===== config.mk =====
export PLATFORM = sky130hd
export DESIGN_NAME = rcs_reset_cause_options
export DESIGN_NICKNAME = d
export VERILOG_FILES = /design/src/logic/rcs_pkg.sv /design/src/logic/rcs_reset_cause_options.sv
export SDC_FILE = /design/constraint.sdc
export NUM_CORES = 1
export LEC_CHECK = 0
export BUFFER_PORTS_ARGS = -buffer_cell sky130_fd_sc_hd__buf_4
export CELL_PAD_IN_SITES_DETAIL_PLACEMENT = 1
export CELL_PAD_IN_SITES_GLOBAL_PLACEMENT = 1
export CORE_MARGIN = 3
export CORE_UTILIZATION = 25
export CTS_CLUSTER_DIAMETER = 80
export DETAILED_ROUTE_END_ITERATION = 12
export PLACE_DENSITY_LB_ADDON = 0.2
export SYNTH_ARGS = -nofsm -noshare
export SYNTH_HDL_FRONTEND = slang
export SYNTH_SLANG_ARGS = --single-unit
export TNS_END_PERCENT = 100

===== constraint.sdc =====
create_clock -name aclk -period 1.4 [get_ports aclk]
set_clock_uncertainty 0.1 [all_clocks]
set_input_delay 0.21 -clock aclk [delete_from_list [all_inputs] [get_ports aclk]]
set_output_delay 0.21 -clock aclk [all_outputs]
set_load 0.01 [all_outputs]

===== src/logic/rcs_pkg.sv =====
// Constants for the reset-cause and system-option register block.
// Assumes a 32-bit AXI4-Lite register bus with word-aligned registers.
package rcs_pkg;

   // Register byte offsets
   localparam logic [7:0] OFF_CAUSE = 8'h00;
   localparam logic [7:0] OFF_OPTION = 8'h04;
   localparam logic [7:0] OFF_IRQ_STATUS = 8'h08;
   localparam logic [7:0] OFF_IRQ_MASK = 8'h0C;

   // Reset-cause field positions
   localparam int CAUSE_ILLEGAL_OPCODE = 4;
   localparam int CAUSE_ILLEGAL_ADDRESS = 3;
   localparam int CAUSE_WAKEUP = 2;
   localparam int CAUSE_LOW_VOLTAGE = 1;

   // Option field positions
   localparam int OPT_WATCHDOG_ENABLE = 7;
   localparam int OPT_WATCHDOG_CLOCK = 6;
   localparam int OPT_STOP_ENABLE = 5;
   localparam int OPT_RADIO_ENABLE = 4;
   localparam int OPT_THERMAL_ENABLE = 3;
   localparam int OPT_THERMAL_LEVEL = 2;
   localparam int OPT_DEBUG_PIN = 1;

   // Interrupt status field positions
   localparam int IRQ_LOCKED_WRITE = 0;
   localparam int IRQ_CAUSE_CAPTURED = 1;

   // Values after reset
   localparam logic [7:0] CAUSE_RESET = 8'h00;
   localparam logic [7:0] OPTION_RESET = 8'h80;
   localparam logic [7:0] OPTION_RESERVED = 8'h01;
   localparam logic [7:0] POR_PENDING = 8'h02;
   localparam logic [1:0] IRQ_RESET = 2'h0;

   // AXI responses
   localparam logic [1:0] RESP_OKAY = 2'h0;
   localparam logic [1:0] RESP_SLVERR = 2'h2;

endpackage : rcs_pkg


===== src/logic/rcs_reset_cause_options.sv =====
// Reset-cause status and system-option registers behind an AXI4-Lite slave.
// Assumes all event inputs are synchronous one-cycle pulses on aclk and that
// the chip reset controller answers mcu_reset_req by pulsing aresetn low.
//
// Notes on behaviour
// - Illegal opcode reset sets cause bit 4
// - Stop is illegal while stop disabled
// - Background entry illegal while debug disabled
// - Illegal address access sets cause bit 3
// - Wake-up reset flagged, except during stop1
// - Low voltage or power-on sets bit 1
// - Cause bit 0 always reads zero
// - Option bit 7 enables watchdog, resets one
// - Watchdog and stop bits write once
// - Option bit 6 picks watchdog clock
// - Option bit 5 allows stop entry
// - Radio bit survives every MCU reset
// - Option bit 3 enables thermal restart
// - Option bit 2 picks thermal direction
// - Option bit 1 gives pin to debug
// - Option bit 0 always reads one
// - Cause write restarts watchdog, keeps flags
// - Each reset rewrites all cause flags
//
// The address map and the AXI4-Lite register port were chosen for this implementation.
`timescale 1ns/1ps

module rcs_reset_cause_options (
   input wire logic aclk,
   input wire logic aresetn,
   input wire logic power_on_reset,
   input wire logic [7:0] s_axi_awaddr,
   input wire logic s_axi_awvalid,
   output logic s_axi_awready,
   input wire logic [31:0] s_axi_wdata,
   input wire logic [3:0] s_axi_wstrb,
   input wire logic s_axi_wvalid,
   output logic s_axi_wready,
   output logic [1:0] s_axi_bresp,
   output logic s_axi_bvalid,
   input wire logic s_axi_bready,
   input wire logic [7:0] s_axi_araddr,
   input wire logic s_axi_arvalid,
   output logic s_axi_arready,
   output logic [31:0] s_axi_rdata,
   output logic [1:0] s_axi_rresp,
   output logic s_axi_rvalid,
   input wire logic s_axi_rready,
   input wire logic undefined_opcode_exec,
   input wire logic stop_instr_exec,
   input wire logic background_entry_instruction,
   input wire logic debug_mode_enable,
   input wire logic illegal_address_access,
   input wire logic wakeup_reset_event,
   input wire logic in_stop1,
   input wire logic low_voltage_trip,
   input wire logic low_voltage_reset_enable,
   input wire logic low_voltage_stop_enable,
   output logic mcu_reset_req,
   output logic stop_mode_entry,
   output logic watchdog_restart,
   output logic watchdog_enable,
   output logic watchdog_clock_select,
   output logic stop_mode_enable,
   output logic radio_enable,
   output logic thermal_restart_enable,
   output logic thermal_restart_level,
   output logic debug_pin_enable,
   output logic irq
);

   logic [7:0] cause_q;
   logic [7:0] pending_q;
   logic [7:0] pending_d;
   logic [7:0] option_q;
   logic radio_q;
   logic lock_q;
   logic first_q;
   logic [1:0] irq_status_q;
   logic [1:0] irq_mask_q;
   logic [1:0] irq_set;
   logic opcode_bad;
   logic wr_fire;
   logic rd_fire;
   logic wr_opt;
   logic [7:0] option_view;
   logic [7:0] rd_word;
   logic rd_hit;

   // Register view of the option byte, reserved bit forced high
   assign option_view = {option_q[7:5], radio_q, option_q[3:1], 1'b0}
                        | rcs_pkg::OPTION_RESERVED;

   // Illegal opcode sources, stop and background gated by their enables
   assign opcode_bad = undefined_opcode_exec
                       | (stop_instr_exec & ~option_q[rcs_pkg::OPT_STOP_ENABLE])
                       | (background_entry_instruction & ~debug_mode_enable);

   // Reset causes requested this cycle; wake-ups during stop1 are not flagged
   always_comb begin
      pending_d = 8'h00;
      pending_d[rcs_pkg::CAUSE_ILLEGAL_OPCODE] = opcode_bad;
      pending_d[rcs_pkg::CAUSE_ILLEGAL_ADDRESS] = illegal_address_access;
      pending_d[rcs_pkg::CAUSE_WAKEUP] = wakeup_reset_event & ~in_stop1;
      pending_d[rcs_pkg::CAUSE_LOW_VOLTAGE] = low_voltage_trip
                                               & low_voltage_reset_enable
                                               & low_voltage_stop_enable;
   end

   // Pending causes live across the MCU reset; power-on loads only the power-on cause.
   // Cleared only once reset is released, so a long reset keeps its causes.
   always_ff @(posedge aclk) begin
      if (power_on_reset) begin
         pending_q <= rcs_pkg::POR_PENDING;
      end else if (first_q && aresetn) begin
         pending_q <= 8'h00;
      end else begin
         pending_q <= pending_q | pending_d;
      end
   end

   // Reset request to the chip reset controller
   always_ff @(posedge aclk) begin
      if (!aresetn) begin
         mcu_reset_req <= 1'b0;
      end else begin
         mcu_reset_req <= |pending_d;
      end
   end

   // Marks the first cycle after reset release, when causes are captured
   always_ff @(posedge aclk) begin
      if (!aresetn) begin
         first_q <= 1'b1;
      end else begin
         first_q <= 1'b0;
      end
   end

   // Cause flags rewritten whole from the pending set; bit 0 never set
   always_ff @(posedge aclk) begin
      if (!aresetn) begin
         cause_q <= rcs_pkg::CAUSE_RESET;
      end else if (first_q) begin
         cause_q <= {3'h0, pending_q[4:1], 1'b0};
      end
   end

   // Bus handshakes: address and data taken together, one at a time
   assign s_axi_awready = s_axi_awvalid & s_axi_wvalid & ~s_axi_bvalid;
   assign s_axi_wready = s_axi_awready;
   assign wr_fire = s_axi_awready;
   assign s_axi_arready = ~s_axi_rvalid;
   assign rd_fire = s_axi_arvalid & s_axi_arready;
   assign wr_opt = wr_fire & s_axi_wstrb[0] & (s_axi_awaddr == rcs_pkg::OFF_OPTION);

   // Write-once lock; no write path clears it
   always_ff @(posedge aclk) begin
      if (!aresetn) begin
         lock_q <= 1'b0;
      end else if (wr_opt) begin
         lock_q <= 1'b1;
      end
   end

   // Option bits; locked fields keep their value after the first write
   always_ff @(posedge aclk) begin
      if (!aresetn) begin
         option_q <= rcs_pkg::OPTION_RESET;
      end else if (wr_opt) begin
         if (!lock_q) begin
            option_q[7:5] <= s_axi_wdata[7:5];
         end
         option_q[3:1] <= s_axi_wdata[3:1];
      end
   end

   // Radio enable ignores MCU reset, only power-on initialises it
   always_ff @(posedge aclk) begin
      if (power_on_reset) begin
         radio_q <= 1'b0;
      end else if (wr_opt) begin
         radio_q <= s_axi_wdata[rcs_pkg::OPT_RADIO_ENABLE];
      end
   end

   // Option outputs
   assign watchdog_enable = option_q[rcs_pkg::OPT_WATCHDOG_ENABLE];
   assign watchdog_clock_select = option_q[rcs_pkg::OPT_WATCHDOG_CLOCK];
   assign stop_mode_enable = option_q[rcs_pkg::OPT_STOP_ENABLE];
   assign radio_enable = radio_q;
   assign thermal_restart_enable = option_q[rcs_pkg::OPT_THERMAL_ENABLE];
   assign thermal_restart_level = option_q[rcs_pkg::OPT_THERMAL_LEVEL];
   assign debug_pin_enable = option_q[rcs_pkg::OPT_DEBUG_PIN];

   // Stop entry and watchdog restart pulses
   always_ff @(posedge aclk) begin
      if (!aresetn) begin
         stop_mode_entry <= 1'b0;
         watchdog_restart <= 1'b0;
      end else begin
         stop_mode_entry <= stop_instr_exec & option_q[rcs_pkg::OPT_STOP_ENABLE];
         watchdog_restart <= wr_fire & (s_axi_awaddr == rcs_pkg::OFF_CAUSE);
      end
   end

   // Interrupt events: refused locked write, nonzero cause captured
   assign irq_set[rcs_pkg::IRQ_LOCKED_WRITE] = wr_opt & lock_q
                                               & (s_axi_wdata[7:5] != option_q[7:5]);
   assign irq_set[rcs_pkg::IRQ_CAUSE_CAPTURED] = first_q & (|pending_q[4:1]);

   // Sticky status, cleared by reading it; a new event wins over the clear
   always_ff @(posedge aclk) begin
      if (!aresetn) begin
         irq_status_q <= rcs_pkg::IRQ_RESET;
      end else if (rd_fire && s_axi_araddr == rcs_pkg::OFF_IRQ_STATUS) begin
         irq_status_q <= irq_set;
      end else begin
         irq_status_q <= irq_status_q | irq_set;
      end
   end

   // Interrupt mask
   always_ff @(posedge aclk) begin
      if (!aresetn) begin
         irq_mask_q <= rcs_pkg::IRQ_RESET;
      end else if (wr_fire && s_axi_wstrb[0] && s_axi_awaddr == rcs_pkg::OFF_IRQ_MASK) begin
         irq_mask_q <= s_axi_wdata[1:0];
      end
   end

   assign irq = |(irq_status_q & irq_mask_q);

   // Write response; unmapped addresses answer with a slave error
   always_ff @(posedge aclk) begin
      if (!aresetn) begin
         s_axi_bvalid <= 1'b0;
         s_axi_bresp <= rcs_pkg::RESP_OKAY;
      end else if (wr_fire) begin
         s_axi_bvalid <= 1'b1;
         s_axi_bresp <= (s_axi_awaddr == rcs_pkg::OFF_CAUSE
                         || s_axi_awaddr == rcs_pkg::OFF_OPTION
                         || s_axi_awaddr == rcs_pkg::OFF_IRQ_STATUS
                         || s_axi_awaddr == rcs_pkg::OFF_IRQ_MASK)
                        ? rcs_pkg::RESP_OKAY : rcs_pkg::RESP_SLVERR;
      end else if (s_axi_bready) begin
         s_axi_bvalid <= 1'b0;
      end
   end

   // Read decode
   always_comb begin
      rd_word = 8'h00;
      rd_hit = 1'b1;
      unique case (s_axi_araddr)
         rcs_pkg::OFF_CAUSE: rd_word = cause_q;
         rcs_pkg::OFF_OPTION: rd_word = option_view;
         rcs_pkg::OFF_IRQ_STATUS: rd_word = {6'h00, irq_status_q};
         rcs_pkg::OFF_IRQ_MASK: rd_word = {6'h00, irq_mask_q};
         default: rd_hit = 1'b0;
      endcase
   end

   // Read data registered, held until taken
   always_ff @(posedge aclk) begin
      if (!aresetn) begin
         s_axi_rvalid <= 1'b0;
         s_axi_rdata <= 32'h0000_0000;
         s_axi_rresp <= rcs_pkg::RESP_OKAY;
      end else if (rd_fire) begin
         s_axi_rvalid <= 1'b1;
         s_axi_rdata <= {24'h00_0000, rd_word};
         s_axi_rresp <= rd_hit ? rcs_pkg::RESP_OKAY : rcs_pkg::RESP_SLVERR;
      end else if (s_axi_rready) begin
         s_axi_rvalid <= 1'b0;
      end
   end

endmodule : rcs_reset_cause_options


; ---- Word-level counts from Yosys, hierarchy flattened
; Index checks and enable logic that the tools add are counted.
[totals]
register_bits = 42
input_bits = 70
wordCells = 79
[op_classes]
n_reduce_logical = 17
eq_ne = 7
mux = 11
bitwise_logic = 26
[ops]
columns = cell, n
row1 = $eq A8 B4 Y1 const B, 4
row2 = $pmux W8 S4, 1
row3 = $eq A8 B3 Y1 const B, 2
row4 = $logic_not A8 Y1, 2
row5 = $and A1 B1 Y1, 15
row6 = $reduce_or A4 Y1, 3
row7 = $mux W2, 4
row8 = $or A8 B5 Y8, 1
row9 = $mux W1, 6
row10 = $not A1 Y1, 6
row11 = $logic_and A1 B1 Y1, 4
row12 = $reduce_bool A2 Y1, 2
row13 = $reduce_or A2 Y1, 2
row14 = $logic_or A1 B1 Y1, 3
row15 = $ne A3 B3 Y1, 1
row16 = $and A2 B2 Y2, 1
row17 = $or A1 B1 Y1, 2
row18 = $or A2 B2 Y2, 1
row19 = $reduce_and A2 Y1, 1

; ---- Depth between registers and ports, before layout
[logic_depth]
depth_word = 8
ltp_mapped = 6
depth_no_buf = 4

; ---- Worst setup path before layout
; OpenSTA, ideal clock, no wires.
[synth_timing]
path_type = input -> register
from = in s_axi_araddr[5]
to = reg irq_status_q[1]
arrival_time_ns = 1.317
setup_time_ns = 0.124
slack_ns = -0.141
path_stages = 4
path_buffers = 0
path_cell_list = or4_4 > nor4_2 > and3b_1 > o22ai_1
[synth_between]
elab_chain_cells = 3
[synth_lines]
columns = item, line_no
row1 = "start, declared", rcs_reset_cause_options.sv:42  ; input wire logic [7:0] s_axi_araddr,
row2 = $eq A8 B4 Y1, rcs_reset_cause_options.sv:216  ; end else if (rd_fire && s_axi_araddr == rcs_pkg::OFF_IRQ_STATUS) begin
row3 = $logic_and A1 B1 Y1, rcs_reset_cause_options.sv:216
row4 = $mux W2, rcs_reset_cause_options.sv:216
row5 = "end signal, assigned", rcs_reset_cause_options.sv:215  ; irq_status_q <= rcs_pkg::IRQ_RESET;
row6 = "end signal, assigned", rcs_reset_cause_options.sv:217  ; irq_status_q <= irq_set;
row7 = "end signal, assigned", rcs_reset_cause_options.sv:219  ; irq_status_q <= irq_status_q | irq_set;
row8 = "end, declared", rcs_reset_cause_options.sv:79  ; logic [1:0] irq_status_q;
; No other way between the ends.
; A chain may end at the register's enable or synchronous reset.

; ---- Final worst setup path
[layout_timing]
from = reg s_axi_bvalid
to = out s_axi_awready
[layout_between]
elab_chain_cells = 2
[layout_lines]
columns = item, line_no
row1 = "start, declared", rcs_reset_cause_options.sv:40  ; output logic s_axi_bvalid,
row2 = "start signal, assigned", rcs_reset_cause_options.sv:237  ; s_axi_bvalid <= 1'b0;
row3 = "start signal, assigned", rcs_reset_cause_options.sv:240  ; s_axi_bvalid <= 1'b1;
row4 = "start signal, assigned", rcs_reset_cause_options.sv:247  ; s_axi_bvalid <= 1'b0;
row5 = $not A1 Y1, rcs_reset_cause_options.sv:150  ; assign s_axi_awready = s_axi_awvalid & s_axi_wvalid & ~s_axi_bvalid;
row6 = $and A1 B1 Y1, rcs_reset_cause_options.sv:150
row7 = "end, declared", rcs_reset_cause_options.sv:34  ; output logic s_axi_awready,
; No other way between the ends.

==> metrics.txt <==
status=complete, but fails checks; failing checks=negative setup slack; final setup fails=2; Post-DP HPWL=slightly below 4000 um; slowest cell on the critical path=dfxtp_2; Max Cap Viol=0; die area=7800 um2; Reg2Reg Depth=6; Reg-to-Reg End=option_q[3]; largest net degree at the start of global routing=23; Critical Path Sink=s_axi_awready; Post-synth EDFFs=0; worst-path cell chain=and3b_2 > buf_6 > buf_6; gr usage total=12.9%; RR Startpoint=s_axi_bvalid; Final #Nets=~350; CTS Buffer Depth=2; largest cells by area after synthesis=dfxtp_1, buf_4, a21oi_1; syn avg cell area=8.92 um2; WL final=just over 5000 um; fraction of layout cells with a size suffix above 1=43.7%; initial core utilization=26.2%; Root Driver=clkbuf_8; top-area cell type share of the netlist area=42.5%; width of the die=88.3 um; vias in the first global route=between 1,500 and 2,000; Finished Core Util=39.9%; First-pass DRT Iterations=4; Antenna Cells=0; Async SR Flop Fraction=0%; IO Pins=122; Tmin final=1.40 ns; port bufs=68; Pleak=roughly 0.0011 uW; Synth Instances=190; grt ovf=0; final hold vios=0; area grow syn2layout=52.0%; later-pin clock latency in the skew report=approximately 0.29 ns; Yosys reg bits=36; Synth area leader=dfxtp_1; num rows=29; peak supply drop=roughly 0.35 mV; Critical Path Start=s_axi_bvalid; cts bufs inserted=5; crit-path max FO=3; H-tree depth=2; Synth Flop Type=dfxtp_1; pre-CTS setup slack=-0.371 ns; Worst Path Arrival=1.09 ns; ANT nets after route=0; Sum Neg Setup Slack=-0.00283 ns; R2R setup slack=0.03 ns; CTS tree=yes; Max Slew Vio Count=0; Yosys cell types=38; TritonCTS Sinks=36; sequential area share after synthesis=42.5%; RePlAce Congestion=0.750; share of the clock period used by the worst path=100%; RSZ-0062 raised after global routing=yes; pwr/cell area=902 nW/um2; vias post-DR=1,599; fin worst setup slack=-0.00176 ns; Initial DRC Count=20; critical setup path kind=flop to primary output; Hold Crit Class=primary input to flop; crit start category=flop; DRC=0; first-pass GRT wire length=7740 um; Crit path required time=1.09 ns; Crit. End Element=primary output; hold path depth=2; Syn. warnings=0; DR vias/cell=4.52; Cell Area, Synth=1690 um2; Crit path top cell by count=buf_6; clock-pin transition on the worst setup and hold timing paths=0.07 ns; initial antenna violation count=0; DR WL/cell=14.2 um; Placeable Area=6460 um2; Die Ht=around 90 um; highest cell delay on the worst timing path=0.32 ns; FMAX=713 MHz
## area by class of cell
class	instances	area [um2]
multi-input combinational	138	905
fill	774	3880
tap	77	96.3
timing repair buffer	90	726
clock inverter	2	35.0
clock buffer	6	72.6
inverter	5	18.8
sequential	36	722
## per-layer routing
metal | up-vias | share of wire, % | global-route usage (%)
li1 | 786 | - | -
met1 | 752 | 45 | 16.8
met2 | 54 | 49 | 20.9
met3 | 7 | 5.6 | 2.42
met4 | 0 | 0.96 | 5.36
met5 | - | 0 | 0
## flip-flops by register name, indices dropped and copies added (netlist names), 2 cells and up
name	cells
cause_q	4
irq_mask_q	2
irq_status_q	2
option_q	6
pending_q	4
s_axi_rdata	8
## Yosys cell counts, types with 2 or more instances
library cell and n:
buf_4 28, mux2_2 3, and3b_1 3, o21a_1 2, a22oi_1 4, clkbuf_1 6, nand2b_1 2, nand4_1 4
o21ai_0 4, nor2b_1 3, nor2_1 15, mux2i_1 4, a21oi_1 16, nor4_1 3, xor2_1 3, inv_1 4
a32oi_1 3, nand3_1 11, and3_1 3, nand2_1 12, buf_1 2, dfxtp_1 36, nor3_1 4
## critical path: cells and delay by family (launching register included)
family,cells,cell delay [ns]
buf+inv,2,0.21
flops,1,0.32
simple gates,1,0.28
## cell usage in the layout (no fill, tap or decap), types with 3 or more instances in the layout
cell type / n
xor2_1: 3
dlygate4sd3_1: 3
nor3_1: 4
a21oi_1: 11
nand3_2: 6
buf_4: 78
mux2i_1: 4
nand4_1: 4
buf_6: 8
nor2b_1: 3
mux2_2: 3
a21oi_2: 5
nand2_1: 12
dfxtp_1: 35
a22oi_1: 4
conb_1: 26
nand3_1: 4
a32oi_1: 3
inv_1: 4
nor2_1: 15
clkbuf_8: 5
## logic make-up (layout without fill, tap and decap cells)
kind of cell | after synthesis | count (layout) | synth area share [%]
XOR/XNOR | 3 | 3 | 1.55
AND/OR/NAND/NOR | 64 | 64 | 20.7
multiplexers | 8 | 8 | 5.69
AO/OA/AOI/OAI | 37 | 37 | 14.0
buffers and inverters | 41 | 103 | 15.3
other | 1 | 26 | 0.221
flip-flops | 36 | 36 | 42.5
## how the worst min path moves through the flow
stage | to | from | slack, ns
after global placement | watchdog_restart | s_axi_awaddr[2] | 0.29
after global routing | pending_q[3] | illegal_address_access | 0.02
after CTS | pending_q[3] | illegal_address_access | 0.02
final | pending_q[3] | illegal_address_access | 0.02
after floorplan | radio_enable | power_on_reset | 0.18
after detailed placement | radio_enable | power_on_reset | 0.30
## report_power, final
group | switching (uW) | internal, uW
Combinational | 165 | 179
Clock | 377 | 529
Sequential | 19.4 | 1050
## metrics by stage
| stage | power, uW | area [um2] | hold slack (ns) | cells |
|---|---|---|---|---|
| floorplan | 1290 | 1810 | 0.179 | 215 |
| global placement | 1400 | 2270 | 0.290 | 337 |
| detailed placement | 1400 | 2270 | 0.297 | 337 |
| CTS | 2330 | 2510 | 0.0166 | 353 |
| global route | 2430 | 2570 | 0.0159 | 354 |
| finish | 2320 | 2570 | 0.0217 | 354 |
## timing repair
item	in CTS	in global routing
gates resized for setup	14	15
hold endpoints to repair	2	0
hold buffers	3	0
pin swaps	5	17
buffers inserted	5	1
endpoints found under the setup margin	11	19
(Power assumes the default switching activity.)
